File: src/inc/lclc_pkg.sv
// Shared constants and carrier types for the line code and loss channel
`default_nettype none
package lclc_pkg;
    // ------------------------------------------------------------
    // Register map and control layout
    // ------------------------------------------------------------
    localparam logic [31:0] ADDR_CTRL  = 32'h0000_0000; // Control word
    localparam logic [31:0] ADDR_STAT  = 32'h0000_0004; // Status word
    localparam logic [8:0]  CTRL_RESET = 9'h000;        // Control reset value
    localparam int          CTRL_W     = 9;             // Control bits used
    localparam logic [2:0]  STAT_RESET = 3'h0;          // Status reset value

    // Rate codes held in the control word
    localparam logic [1:0] RATE_DS3  = 2'h0;
    localparam logic [1:0] RATE_STS1 = 2'h1;
    localparam logic [1:0] RATE_E3   = 2'h2;

    // Transmit buffer symbol codes
    localparam logic [1:0] SYM_ZERO = 2'h0; // Plain zero
    localparam logic [1:0] SYM_MARK = 2'h1; // Ordinary or B pulse
    localparam logic [1:0] SYM_SUBZ = 2'h2; // Zero taken by a substitution
    localparam logic [1:0] SYM_VIOL = 2'h3; // Violation pulse

    // ------------------------------------------------------------
    // Loss detection counts, in line symbols
    // ------------------------------------------------------------
    localparam logic [7:0] DS3_DECL    = 8'haf; // Zero run to declare, 175
    localparam logic [7:0] DS3_WIN     = 8'haf; // Density window, 175
    localparam logic [7:0] DS3_ONES    = 8'h3a; // Above 33 percent of 175
    localparam logic [7:0] E3_DECL_DEF = 8'h20; // Zero run to declare
    localparam logic [7:0] E3_CLR_DEF  = 8'h20; // Restored symbols to clear
    localparam logic [7:0] E3_GAP_MAX  = 8'h04; // Shortest gap that ends restore
    localparam logic [7:0] RUN_B3ZS    = 8'h02; // Third zero lands on this
    localparam logic [7:0] RUN_HDB3    = 8'h03; // Fourth zero lands on this
    localparam logic [7:0] RUN_MAX     = 8'hff; // Zero run saturation

    // Control word
    typedef struct packed {
        logic       build_out_select; // 1 disables build-out
        logic       monitor;          // Receive monitor mode
        logic       digital_loss_condition_dis;         // Digital loss disable, takes effect only with analog disable also set
        logic       analog_loss_condition_dis;         // Analog loss disable, takes effect only with digital disable also set
        logic       mute;             // Loss mute enable
        logic       tx_fall;          // Sample transmit on falling edge
        logic       dual_rail;        // Codec bypass
        logic [1:0] rate;             // Rate select
    } lclc_ctrl_t;

    // Status word
    typedef struct packed {
        logic combined_receive_loss; // Combined receive loss
        logic analog_loss_condition; // Analog loss status
        logic digital_loss_condition; // Digital loss status
    } lclc_stat_t;

    // Pins from outside the clock domain
    typedef struct packed {
        logic rx_clk;
        logic ref_clk;
        logic rx_pos;
        logic rx_neg;
        logic aloss;
        logic tx_clk;
        logic tx_pos;
        logic tx_neg;
    } lclc_pins_t;
endpackage
`default_nettype wire

File: src/hdl/lclc_channel.sv
// One line interface channel: loss detection, codec and register slave
//
// Implementation choices: the AHB-Lite interface to the registers and the address map.
`timescale 1ns/1ps
`default_nettype none

// Summary of operation
// - DS3/STS-1: 175 zeros declare digital loss
// - Digital loss clears above 33% density
// - Analog loss pin mirrored to status
// - Combined loss is digital OR analog
// - Combined loss drives pin and status
// - Both disable bits stop loss detection
// - E3: zero run of 10..255 declares
// - E3: clears 10..255 UI after restore
// - Reference clock replaces recovered during loss
// - Mute and loss force rails zero
// - Loss clear resumes recovered data
// - Decoder strips B3ZS or HDB3 substitutions
// - Violation pulse on bad BPV, zeros
// - Transmit sample edge is selectable
// - Encoder only in single-rail mode
// - Dual-rail bypasses encoder and decoder
// - Ordinary marks alternate polarity
// - B3ZS: 00V or B0V, odd pulses
// - HDB3: 000V or B00V, odd pulses
// - Build-out follows bit, off in E3
// - Monitor mode suppresses loss
module lclc_channel #(
    parameter logic [7:0] E3_DECL = lclc_pkg::E3_DECL_DEF, // E3 declare run
    parameter logic [7:0] E3_CLR  = lclc_pkg::E3_CLR_DEF   // E3 clear run
) (
    input  wire logic        hclk,
    input  wire logic        hresetn,
    input  wire logic        hsel,
    input  wire logic [31:0] haddr,
    input  wire logic [1:0]  htrans,
    input  wire logic        hwrite,
    input  wire logic [2:0]  hsize,
    input  wire logic [31:0] hwdata,
    input  wire logic        hready,
    output logic             hreadyout,
    output logic             hresp,
    output logic [31:0]      hrdata,
    input  wire logic        rx_line_clk,
    input  wire logic        ref_clk,
    input  wire logic        rx_line_pos,
    input  wire logic        rx_line_neg,
    input  wire logic        analog_loss_in,
    input  wire logic        transmit_clock_input,
    input  wire logic        transmit_positive_rail,
    input  wire logic        transmit_negative_rail,
    output logic             receive_clock_output,
    output logic             receive_positive_rail,
    output logic             receive_negative_rail,
    output logic             line_code_violation_output,
    output logic             receive_loss_output,
    output logic             tx_line_pos,
    output logic             tx_line_neg,
    output logic             build_out_enable
);
    import lclc_pkg::*;

    // ------------------------------------------------------------
    // Pin synchronisers and edge finders
    // ------------------------------------------------------------
    lclc_pins_t pins_raw;   // Raw pins
    lclc_pins_t pin_meta_r; // First stage, read by second only
    lclc_pins_t pin_sync_r; // Second stage
    lclc_pins_t pin_last_r; // Previous synced value
    lclc_ctrl_t ctrl_r;     // Control register
    logic       rx_edge;    // Recovered clock rising
    logic       tx_edge;    // Selected transmit clock edge

    assign pins_raw = '{rx_clk: rx_line_clk, ref_clk: ref_clk,
                        rx_pos: rx_line_pos, rx_neg: rx_line_neg,
                        aloss: analog_loss_in, tx_clk: transmit_clock_input,
                        tx_pos: transmit_positive_rail,
                        tx_neg: transmit_negative_rail};

    // Two flip-flops on every pin
    always_ff @(posedge hclk or negedge hresetn) begin
        if (!hresetn) begin
            pin_meta_r <= '0;
            pin_sync_r <= '0;
        end else begin
            pin_meta_r <= pins_raw;
            pin_sync_r <= pin_meta_r;
        end
    end

    // History for edge detection
    always_ff @(posedge hclk or negedge hresetn) begin
        if (!hresetn) begin
            pin_last_r <= '0;
        end else begin
            pin_last_r <= pin_sync_r;
        end
    end

    assign rx_edge = pin_sync_r.rx_clk & ~pin_last_r.rx_clk;
    // Sample edge chosen by control
    assign tx_edge = ctrl_r.tx_fall ? (~pin_sync_r.tx_clk & pin_last_r.tx_clk)
                                    : (pin_sync_r.tx_clk & ~pin_last_r.tx_clk);

    // ------------------------------------------------------------
    // AHB-Lite slave, zero wait states
    // ------------------------------------------------------------
    lclc_stat_t stat;       // Live status
    logic       wr_pend_r;  // Write data phase due
    logic [31:0] wr_addr_r; // Write address
    logic       ctrl_wr;    // Control written this cycle
    logic       rd_req;     // Read address phase taken
    lclc_ctrl_t ctrl_view;  // Control as a read sees it

    assign hreadyout = 1'b1;
    assign hresp     = 1'b0;
    assign ctrl_wr   = wr_pend_r && (wr_addr_r == ADDR_CTRL);
    assign rd_req    = hsel && hready && htrans[1] && !hwrite;
    assign ctrl_view = ctrl_wr ? lclc_ctrl_t'(hwdata[CTRL_W-1:0]) : ctrl_r;

    // Address phase capture
    always_ff @(posedge hclk or negedge hresetn) begin
        if (!hresetn) begin
            wr_pend_r <= 1'b0;
            wr_addr_r <= '0;
        end else if (hready) begin
            wr_pend_r <= hsel && htrans[1] && hwrite;
            wr_addr_r <= {haddr[31:2], 2'b00};
        end
    end

    // Control register write
    always_ff @(posedge hclk or negedge hresetn) begin
        if (!hresetn) begin
            ctrl_r <= lclc_ctrl_t'(CTRL_RESET);
        end else if (ctrl_wr) begin
            ctrl_r <= lclc_ctrl_t'(hwdata[CTRL_W-1:0]);
        end
    end

    // Read data, unmapped reads as zero
    always_ff @(posedge hclk or negedge hresetn) begin
        if (!hresetn) begin
            hrdata <= '0;
        end else if (rd_req) begin
            if ({haddr[31:2], 2'b00} == ADDR_CTRL) begin
                hrdata <= {{(32-CTRL_W){1'b0}}, ctrl_view};
            end else if ({haddr[31:2], 2'b00} == ADDR_STAT) begin
                hrdata <= {29'h0000_000, stat};
            end else begin
                hrdata <= '0;
            end
        end
    end

    // ------------------------------------------------------------
    // Receive decoder
    // ------------------------------------------------------------
    logic       e3;          // E3 rate selected
    logic [1:0] rate_prev_r; // Rate seen last cycle
    logic       rate_chg;    // Rate just changed
    logic       rx_mark;     // Pulse on either rail
    logic       rx_negp;     // Pulse is negative
    logic       rx_both;     // Both rails high, illegal
    logic       seen_r;      // A pulse was seen
    logic       last_neg_r;  // Polarity of last pulse
    logic       bpv;         // Same polarity twice
    logic       legal_v;     // Violation that ends a substitution
    logic [3:0] win_r;       // Decoded marks awaiting output
    logic [3:0] win_nxt;
    logic [7:0] zrun_r;      // Zeros since last pulse
    logic [7:0] zrun_nxt;
    logic       lcv_hit;     // Violation found on this symbol
    logic       dat_pos_r;   // Receive data before muting
    logic       dat_neg_r;

    assign e3       = (ctrl_r.rate == RATE_E3);
    assign rate_chg = (rate_prev_r != ctrl_r.rate);
    assign rx_mark  = pin_sync_r.rx_pos | pin_sync_r.rx_neg;
    assign rx_negp  = pin_sync_r.rx_neg & ~pin_sync_r.rx_pos;
    assign rx_both  = pin_sync_r.rx_pos & pin_sync_r.rx_neg;
    assign bpv      = rx_mark & seen_r & (rx_negp == last_neg_r);
    // Zeros must precede V in the substitution slot
    assign legal_v  = bpv & (e3 ? (win_r[1:0] == 2'b00) : ~win_r[0]);
    assign zrun_nxt = rx_mark ? 8'h00 : ((zrun_r == RUN_MAX) ? RUN_MAX : zrun_r + 8'h01);
    // Bad BPV or excessive zeros
    assign lcv_hit  = (bpv & ~legal_v) | rx_both |
                      (~rx_mark & (zrun_r == (e3 ? RUN_HDB3 : RUN_B3ZS)));

    // Window shift, substitution pulses wiped
    always_comb begin
        win_nxt = {win_r[2:0], rx_mark & ~legal_v};
        if (legal_v) begin
            win_nxt[1] = 1'b0;
            win_nxt[2] = 1'b0;
            if (e3) begin
                win_nxt[3] = 1'b0;
            end
        end
    end

    // Rate history
    always_ff @(posedge hclk or negedge hresetn) begin
        if (!hresetn) begin
            rate_prev_r <= RATE_DS3;
        end else begin
            rate_prev_r <= ctrl_r.rate;
        end
    end

    // Decoder state advances on recovered clock
    always_ff @(posedge hclk or negedge hresetn) begin
        if (!hresetn) begin
            win_r      <= '0;
            seen_r     <= 1'b0;
            last_neg_r <= 1'b0;
            dat_pos_r  <= 1'b0;
            dat_neg_r  <= 1'b0;
            line_code_violation_output <= 1'b0;
        end else if (rx_edge) begin
            win_r <= win_nxt;
            if (rx_mark) begin
                seen_r     <= 1'b1;
                last_neg_r <= rx_negp;
            end
            if (ctrl_r.dual_rail) begin // Decoder bypass
                dat_pos_r <= pin_sync_r.rx_pos;
                dat_neg_r <= pin_sync_r.rx_neg;
                line_code_violation_output <= 1'b0;
            end else begin
                dat_pos_r <= e3 ? win_nxt[3] : win_nxt[2];
                dat_neg_r <= 1'b0;
                line_code_violation_output <= lcv_hit;
            end
        end
    end

    // ------------------------------------------------------------
    // Loss detection
    // ------------------------------------------------------------
    logic       det_off;    // Detection suppressed
    logic       dloss_r;    // Digital loss condition
    logic       aloss;      // Analog loss condition
    logic       combined_receive_loss;       // Combined receive loss
    logic [7:0] dwin_r;     // Density window position
    logic [7:0] ones_r;     // Pulses in window
    logic [7:0] ones_nxt;
    logic [7:0] rest_r;     // Restored symbols in E3
    logic       dwin_end;   // Last symbol of window

    // Both disables, or monitor mode
    assign det_off  = (ctrl_r.analog_loss_condition_dis & ctrl_r.digital_loss_condition_dis) | ctrl_r.monitor;
    assign aloss    = pin_sync_r.aloss;
    assign combined_receive_loss     = (dloss_r | aloss) & ~det_off;
    assign ones_nxt = ones_r + {7'h00, rx_mark};
    assign dwin_end = (dwin_r == DS3_WIN - 8'h01);
    assign stat     = '{combined_receive_loss: combined_receive_loss, analog_loss_condition: aloss, digital_loss_condition: dloss_r};
    assign receive_loss_output = combined_receive_loss;

    // Zero run and density counters, cleared on rate change
    always_ff @(posedge hclk or negedge hresetn) begin
        if (!hresetn) begin
            zrun_r <= '0;
            dwin_r <= '0;
            ones_r <= '0;
            rest_r <= '0;
        end else if (rate_chg) begin
            zrun_r <= '0;
            dwin_r <= '0;
            ones_r <= '0;
            rest_r <= '0;
        end else if (rx_edge) begin
            zrun_r <= zrun_nxt;
            dwin_r <= (!dloss_r || dwin_end) ? 8'h00 : dwin_r + 8'h01;
            ones_r <= (!dloss_r || dwin_end) ? 8'h00 : ones_nxt;
            rest_r <= (dloss_r && zrun_nxt < E3_GAP_MAX) ? rest_r + 8'h01 : 8'h00;
        end
    end

    // Declare and clear digital loss per rate
    always_ff @(posedge hclk or negedge hresetn) begin
        if (!hresetn) begin
            dloss_r <= 1'b0;
        end else if (det_off || rate_chg) begin
            dloss_r <= 1'b0;
        end else if (rx_edge) begin
            if (!dloss_r) begin
                if (!rx_mark && zrun_r == (e3 ? E3_DECL : DS3_DECL) - 8'h01) begin
                    dloss_r <= 1'b1;
                end
            end else if (e3) begin
                if (rest_r == E3_CLR - 8'h01 && zrun_nxt < E3_GAP_MAX) begin
                    dloss_r <= 1'b0;
                end
            end else if (dwin_end && ones_nxt >= DS3_ONES) begin
                dloss_r <= 1'b0;
            end
        end
    end

    // Clock substitution and data mute
    always_ff @(posedge hclk or negedge hresetn) begin
        if (!hresetn) begin
            receive_clock_output  <= 1'b0;
            receive_positive_rail <= 1'b0;
            receive_negative_rail <= 1'b0;
        end else begin
            receive_clock_output <= combined_receive_loss ? pin_sync_r.ref_clk : pin_sync_r.rx_clk;
            if (combined_receive_loss && ctrl_r.mute) begin
                receive_positive_rail <= 1'b0;
                receive_negative_rail <= 1'b0;
            end else begin
                receive_positive_rail <= dat_pos_r;
                receive_negative_rail <= dat_neg_r;
            end
        end
    end

    // ------------------------------------------------------------
    // Transmit encoder
    // ------------------------------------------------------------
    logic [3:0][1:0] tbuf_r;    // Symbols awaiting polarity
    logic [3:0][1:0] tbuf_nxt;
    logic            par_r;     // Pulses since last V are odd
    logic            tlast_r;   // Last line pulse was negative
    logic            in_bit;    // Sampled data bit
    logic            grp;       // Zero group completes
    logic [1:0]      sym;       // Symbol leaving the buffer
    logic            sym_neg;   // Its polarity

    assign in_bit  = pin_sync_r.tx_pos;
    assign grp     = ~in_bit & (tbuf_r[0] == SYM_ZERO) & (tbuf_r[1] == SYM_ZERO) &
                     (~e3 | (tbuf_r[2] == SYM_ZERO));
    assign sym     = e3 ? tbuf_r[3] : tbuf_r[2];
    // Marks alternate, V repeats last polarity
    assign sym_neg = (sym == SYM_VIOL) ? tlast_r : ~tlast_r;

    // Substitution of a zero group
    always_comb begin
        tbuf_nxt    = {tbuf_r[2:0], (in_bit ? SYM_MARK : SYM_ZERO)};
        if (grp) begin
            tbuf_nxt[0] = SYM_VIOL;
            tbuf_nxt[1] = SYM_SUBZ;
            if (e3) begin // 000V or B00V
                tbuf_nxt[2] = SYM_SUBZ;
                tbuf_nxt[3] = par_r ? SYM_SUBZ : SYM_MARK;
            end else begin // 00V or B0V
                tbuf_nxt[2] = par_r ? SYM_SUBZ : SYM_MARK;
            end
        end
    end

    // Encoder state and line rails
    always_ff @(posedge hclk or negedge hresetn) begin
        if (!hresetn) begin
            tbuf_r      <= '0;
            par_r       <= 1'b0;
            tlast_r     <= 1'b0;
            tx_line_pos <= 1'b0;
            tx_line_neg <= 1'b0;
        end else if (tx_edge) begin
            if (ctrl_r.dual_rail) begin // Encoder bypass
                tx_line_pos <= pin_sync_r.tx_pos;
                tx_line_neg <= pin_sync_r.tx_neg;
            end else begin // Single rail only
                tbuf_r <= tbuf_nxt;
                par_r  <= grp ? 1'b0 : (par_r ^ in_bit);
                if (sym == SYM_MARK || sym == SYM_VIOL) begin
                    tlast_r     <= sym_neg;
                    tx_line_pos <= ~sym_neg;
                    tx_line_neg <= sym_neg;
                end else begin
                    tx_line_pos <= 1'b0;
                    tx_line_neg <= 1'b0;
                end
            end
        end
    end

    // Build-out enable, never in E3
    always_ff @(posedge hclk or negedge hresetn) begin
        if (!hresetn) begin
            build_out_enable <= 1'b0;
        end else begin
            build_out_enable <= ~e3 & ~ctrl_r.build_out_select;
        end
    end
endmodule // lclc_channel
`default_nettype wire

File: config.mk
export PLATFORM = sky130hd
export DESIGN_NAME = lclc_channel
export DESIGN_NICKNAME = d
export VERILOG_FILES = /design/src/inc/lclc_pkg.sv /design/src/hdl/lclc_channel.sv
export SDC_FILE = /design/constraint.sdc
export NUM_CORES = 1
export LEC_CHECK = 0
export BUFFER_PORTS_ARGS = -buffer_cell sky130_fd_sc_hd__buf_2
export CAP_MARGIN = 25
export CELL_PAD_IN_SITES_DETAIL_PLACEMENT = 2
export CELL_PAD_IN_SITES_GLOBAL_PLACEMENT = 2
export CORE_AREA = 2 2 134 136
export CTS_CLUSTER_SIZE = 14
export DETAILED_ROUTE_END_ITERATION = 12
export DIE_AREA = 0 0 136 138
export PLACE_DENSITY_LB_ADDON = 0.1
export RECOVER_POWER = 100
export SLEW_MARGIN = 20
export SYNTH_ARGS = -nofsm -noshare
export SYNTH_HDL_FRONTEND = slang
export SYNTH_SLANG_ARGS = --single-unit
File: constraint.sdc
create_clock -name hclk -period 2.8 [get_ports hclk]
set_input_delay 0.14 -clock hclk [delete_from_list [all_inputs] [get_ports hclk]]
set_output_delay 0.14 -clock hclk [all_outputs]
set_load 0.01 [all_outputs]
# Word level (Yosys, flattened, before mapping)
# Cells that the tools add are included.
dict set report word_totals {
  register_bits 149
  out_inout_bits 42
  wordCells 185
}
dict set report op_classes {
  addsub 5
  order_cmp 2
  eq_ne 11
  n_mux 48
  bitwise_logic 38
  reduce_logical 28
}
# op count
set op_table {}
lappend op_table {{$mux 8} 15}
lappend op_table {{$logic_not 32->1} 1}
lappend op_table {{$eq 30x1->1 const B} 1}
lappend op_table {{$logic_not 30->1} 1}
lappend op_table {{$mux 1} 25}
lappend op_table {{$add 8x1->8 const B} 3}
lappend op_table {{$mux 9} 2}
lappend op_table {{$and 1x1->1} 17}
lappend op_table {{$eq 8x8->1 const B} 2}
lappend op_table {{$not 1->1} 14}
lappend op_table {{$logic_and 1x1->1} 11}
lappend op_table {{$add 8x1->8} 1}
lappend op_table {{$eq 8x2->1} 1}
lappend op_table {{$eq 8x5->1 const B} 1}
lappend op_table {{$eq 8x8->1} 1}
lappend op_table {{$ge 8x6->1 const B} 1}
lappend op_table {{$logic_not 2->1} 4}
lappend op_table {{$lt 8x3->1 const B} 1}
lappend op_table {{$mux 2} 4}
lappend op_table {{$sub 8x1->8 const B} 1}
lappend op_table {{$mux 3} 2}
lappend op_table {{$or 1x1->1} 6}
lappend op_table {{$eq 2x2->1 const B} 2}
lappend op_table {{$reduce_and 2->1} 2}
lappend op_table {{8 further kinds} 13}

# Depth between registers and ports, before layout
dict set report logic_depth {
  ltp_word 10
  depth_mapped 9
}

# Least setup slack after synthesis
# Ideal clock, no wire load.
dict set report synth_path {
  path_type {flip-flop to flip-flop}
  from {reg pin_sync_r[4] in the netlist's numbering}
  to {reg dloss_r}
  arrival_time_ps 1834
  required_time_ps 2718
  path_slack_ps 884
  path_stages_with_launch 10
  path_buffers 0
  cell_sequence {dfrtp_1 nor2_1 inv_1 ha_1 and4_1 a311oi_1 a31oi_1 a41oi_1 o221ai_1 a31oi_1}
}
dict set report synth_between {
  elab_chain_cells 9
  elab_cells_between_ends 16
  cone_classes {add/sub: 1; order compare: 2; mux: 8; bitwise: 1; reduce/logical: 4}
}
# item line_no
set synth_rtl {}
lappend synth_rtl {{start, declared} lclc_channel.sv:69} ;# lclc_pins_t pin_sync_r;
lappend synth_rtl {{start signal, assigned} lclc_channel.sv:88} ;# pin_sync_r <= pin_meta_r;
lappend synth_rtl {{$or 1x1->1 (*)} lclc_channel.sv:180} ;# assign rx_mark = pin_sync_r.rx_pos | pin_sync_r.rx_neg;
lappend synth_rtl {{$add 8x1->8 or $mux 8 (tied branches)} {lclc_channel.sv:256, lclc_channel.sv:186}}
lappend synth_rtl {{$ge 8x6->1 or $lt 8x3->1 (tied branches)} {lclc_channel.sv:296, lclc_channel.sv:293}}
lappend synth_rtl {{$logic_and 1x1->1, on equally long branches} {lclc_channel.sv:296, lclc_channel.sv:293}}
lappend synth_rtl {{$mux 1, on equally long branches} {lclc_channel.sv:296, lclc_channel.sv:293}}
lappend synth_rtl {{$mux 1} lclc_channel.sv:292} ;# end else if (e3) begin
lappend synth_rtl {{$mux 1 (*)} lclc_channel.sv:288} ;# if (!dloss_r) begin
lappend synth_rtl {{$mux 1 (*)} lclc_channel.sv:287} ;# end else if (rx_edge) begin
lappend synth_rtl {{$mux 1 (*)} lclc_channel.sv:285} ;# end else if (det_off || rate_chg) begin
lappend synth_rtl {{end signal, assigned} lclc_channel.sv:286} ;# dloss_r <= 1'b0;
lappend synth_rtl {{end signal, assigned} lclc_channel.sv:290} ;# dloss_r <= 1'b1;
lappend synth_rtl {{end signal, assigned} lclc_channel.sv:294} ;# dloss_r <= 1'b0;
lappend synth_rtl {{end, declared} lclc_channel.sv:243} ;# logic dloss_r;
# Mark *: on every way between the ends. The rest lies on a longest branch, timed or not. The select of a mux whose other input is x is not followed.
# A chain may end at the register's enable or synchronous reset.

# Worst setup path after layout
# Same ends and word-level chain as after synthesis.

==> key figures <==
Floorplan
  • Site row count: between 40 and 50
  • Initial Utilization: 34.0%
  • Core box area: ~18000 um2
  • Die Span X: 136 um
  • Die height: 138 um
  • # IOs: 124
  • DIE AREA: about 19000 um2

GRT
  • Gr usage total: 18.8%
  • Largest net degree at the start of global routing: 64
  • Initial antenna violation count: 0
  • GRT overflow: 0
  • Vias in the first global route: 5256
  • First-pass GRT wire length: 27600 um

Place
  • Place WS: about 0.38 ns
  • GPL Wtd Cong: 0.743
  • PortBufs: approximately 70
  • Dpl hpwl: 10900 um
  • Post-Place Cell Area: 6430 um2

Worst setup path
  • Worst path bufs/invs: 1
  • Worst path slowest cell: dfrtp_1
  • Crit Path Class: reg -> reg
  • Slowest stage delay, CP: 0.44 ns
  • Crit path arrival time: ~2.8 ns
  • R2R Setup Slk: ~0.35 ns
  • Critical path endpoint category: register
  • CP Data Required Time: 3.14 ns
  • CP delay by family, top: compound AO/OA/AOI/OAI gates
  • Most used cell, CP: a31oi_1
  • Critical Path, Cell by Cell: nor2_1 -> inv_1 -> ha_1 -> and4_1 -> a311oi_1 -> a31oi_1 -> a41oi_1 -> o221ai_1 -> a31oi_1
  • CP Launch Type: register
  • Critical Path Fanout Max: 6

Detailed routing
  • Pre-Repair DR Iteration Count: 4
  • Post-route ant nets: 0
  • 1st-iter DRT viols: 104
  • Drt wl/cell: 18.2 um
  • Number of remaining DRC errors: 0
  • Via count: 4617
  • Vias per cell: 5.10
  • Routed wire length: about 16000 um

Timing
  • Worst-Margin Slew: between 1.5 and 2 ns
  • Setup-failing EPs final: 0
  • Period utilization: around 90%
  • Setup ws final: between 0.3 and 0.4 ns
  • Final Hold Vio Count: 0
  • Max-slew violation count: 94
  • Max Freq: 409 MHz
  • Clock Skew: 0.0108 ns
  • RSZ-0062 raised after global routing: false
  • Tmin final: 2.45 ns
  • Slew HR: -11.7%
  • Fin Setup TNS: 0 ns

Clock network
  • Clk sinks: about 130
  • CTS H-Tree Depth: 4
  • Clock Tree Root: clkbuf_16
  • Num CTS Buffers: 17
  • Clock Latency Late Sink: between 0.4 and 0.5 ns
  • Clock Path Buffers: 2
  • CTS tree: done
  • Clk slew on worst S/H paths: 0.06 ns
  • Post-CTS Setup Bufs: 0

Synthesis
  • Ys flop type: dfrtp_1
  • Mapped Cells: 547
  • Async SR Flop Fraction: 100%
  • Synth unique cells: 65
  • Top-area cell type share of the netlist area: 52.9%
  • EDFF count, synth: 0
  • Synth area leader: dfrtp_1
  • Mapped Avg Cell Area: 10.9 um2
  • Register area share after synthesis: a little over half
  • Mapped cell area: 5960 um2
  • Yosys reg bits: 126
  • Synth top area cells: dfrtp_1, mux2_2, nand2_1
  • Ys Warns: 0

Run status
  • Run status: complete, but fails checks
  • Failing checks: capacitance limit, slew limit

Pwr
  • Pwr Density: around 680 nW/um2
  • Peak VDD IR: 0.482 mV
  • P_leak: 3.27 nW

Run
  • Max Cap Violations: 2

Final layout
  • Commonest cells after routing, fill and taps aside: dfrtp_1, nand2_1, buf_2
  • Fill cells: 1868
  • Commonest non-fill, non-tap cell in the layout: dfrtp_1
  • Nets: 751
  • P&R area growth vs syn: 24.7%
  • Share of cells above drive strength 1: between 10% and 20%
  • Post-route cell area: 7440 um2
  • Diode count: 0

Worst hold path
  • HP Class: in -> reg
==> kinds of logic (layout without fill, tap and decap cells) <==
group	after synthesis	after routing	share of synthesized area, %
mux	46	46	8.63
other cells	2	25	0.126
simple gates	175	175	16.3
flops	126	126	52.9
compound gates	117	117	12.8
fa+ha+maj	6	6	1.26
buf+inv	65	171	6.46
xor+xnor	10	10	1.47
==> final timing paths <==
check	startpoint	end	cells past startpoint
hold / removal	haddr[2]	wr_addr_r[2]	2
setup / recovery	pin_sync_r[4]	dloss_r	9
min in group asynchronous	hresetn	dwin_r[3]	2
max in group asynchronous	hresetn	zrun_r[6]	3
hold reg to reg	pin_meta_r[1]	in_bit	0
setup reg to reg	pin_sync_r[4]	dloss_r	9
==> flip-flops by register name, summed over array words and instances, names as in the netlist, 2 cells and up <==
signal,count
tbuf_r,8
pin_last_r,2
zrun_r,8
pin_meta_r,8
dwin_r,8
hrdata,9
ctrl_r,9
ones_r,8
rest_r,8
rate_prev_r,2
win_r,3
pin_sync_r,6
wr_addr_r,30
==> report_power, final <==
| group | switching [W] | leakage, nW | internal, W | total (W) |
|---|---|---|---|---|
| sequential | 0.000184 | 1.58 | 0.00201 | 0.00220 |
| clock | 0.000902 | 0.289 | 0.00135 | 0.00225 |
| combinational | 0.000330 | 1.40 | 0.000281 | 0.000611 |
==> cell type report <==
cell class | count | area, um2 | area share [%]
inverters | 12 | 45.0 | 0.606
well taps | 229 | 287 | 3.85
repair buffers | 127 | 860 | 11.6
clock buffers | 18 | 439 | 5.91
multi-input cells | 379 | 2490 | 33.6
clock inverters | 14 | 158 | 2.12
flip-flops and latches | 126 | 3150 | 42.4
==> synth_stat cells, drive strengths merged (7+ instances only) <==
cell type and n:
o21ai 41, nand4 11, buf 43, a21oi 26
clkbuf 10, nand2 54, nor3 7, mux2 43
nor4 15, nor2 25, and3 9, a22o 11
xnor2 7, inv 12, nand3 19, dfrtp 126
==> layer usage <==
layer / share of wire [%] / global-route usage, % / routed length [um]
met1: 44 / 23.7 / 7180
met2: 51 / 31.1 / 8450
met3: 3.6 / 5.10 / 589
met4: 1.4 / 6.03 / 223
met5: 0 / 0 / 0
==> stage by stage <==
step	total power (W)	cells	util [%]	hold slack, ns
final	0.00506	905	42.4	0.0278
after global routing	0.00532	905	42.4	0.0310
after CTS	0.00515	905	42.8	0.0129
after detailed placement	0.00280	825	36.7	0.162
after global placement	0.00275	825	36.7	0.157
after floorplan	0.00257	570	-	-0.156
==> repair_timing <==
action                                 in CTS  in global routing
hold buffers                               48                  0
endpoints found under the hold margin      81                  0
resized for setup                           0                  0
Power figures use the tool's default switching activity.
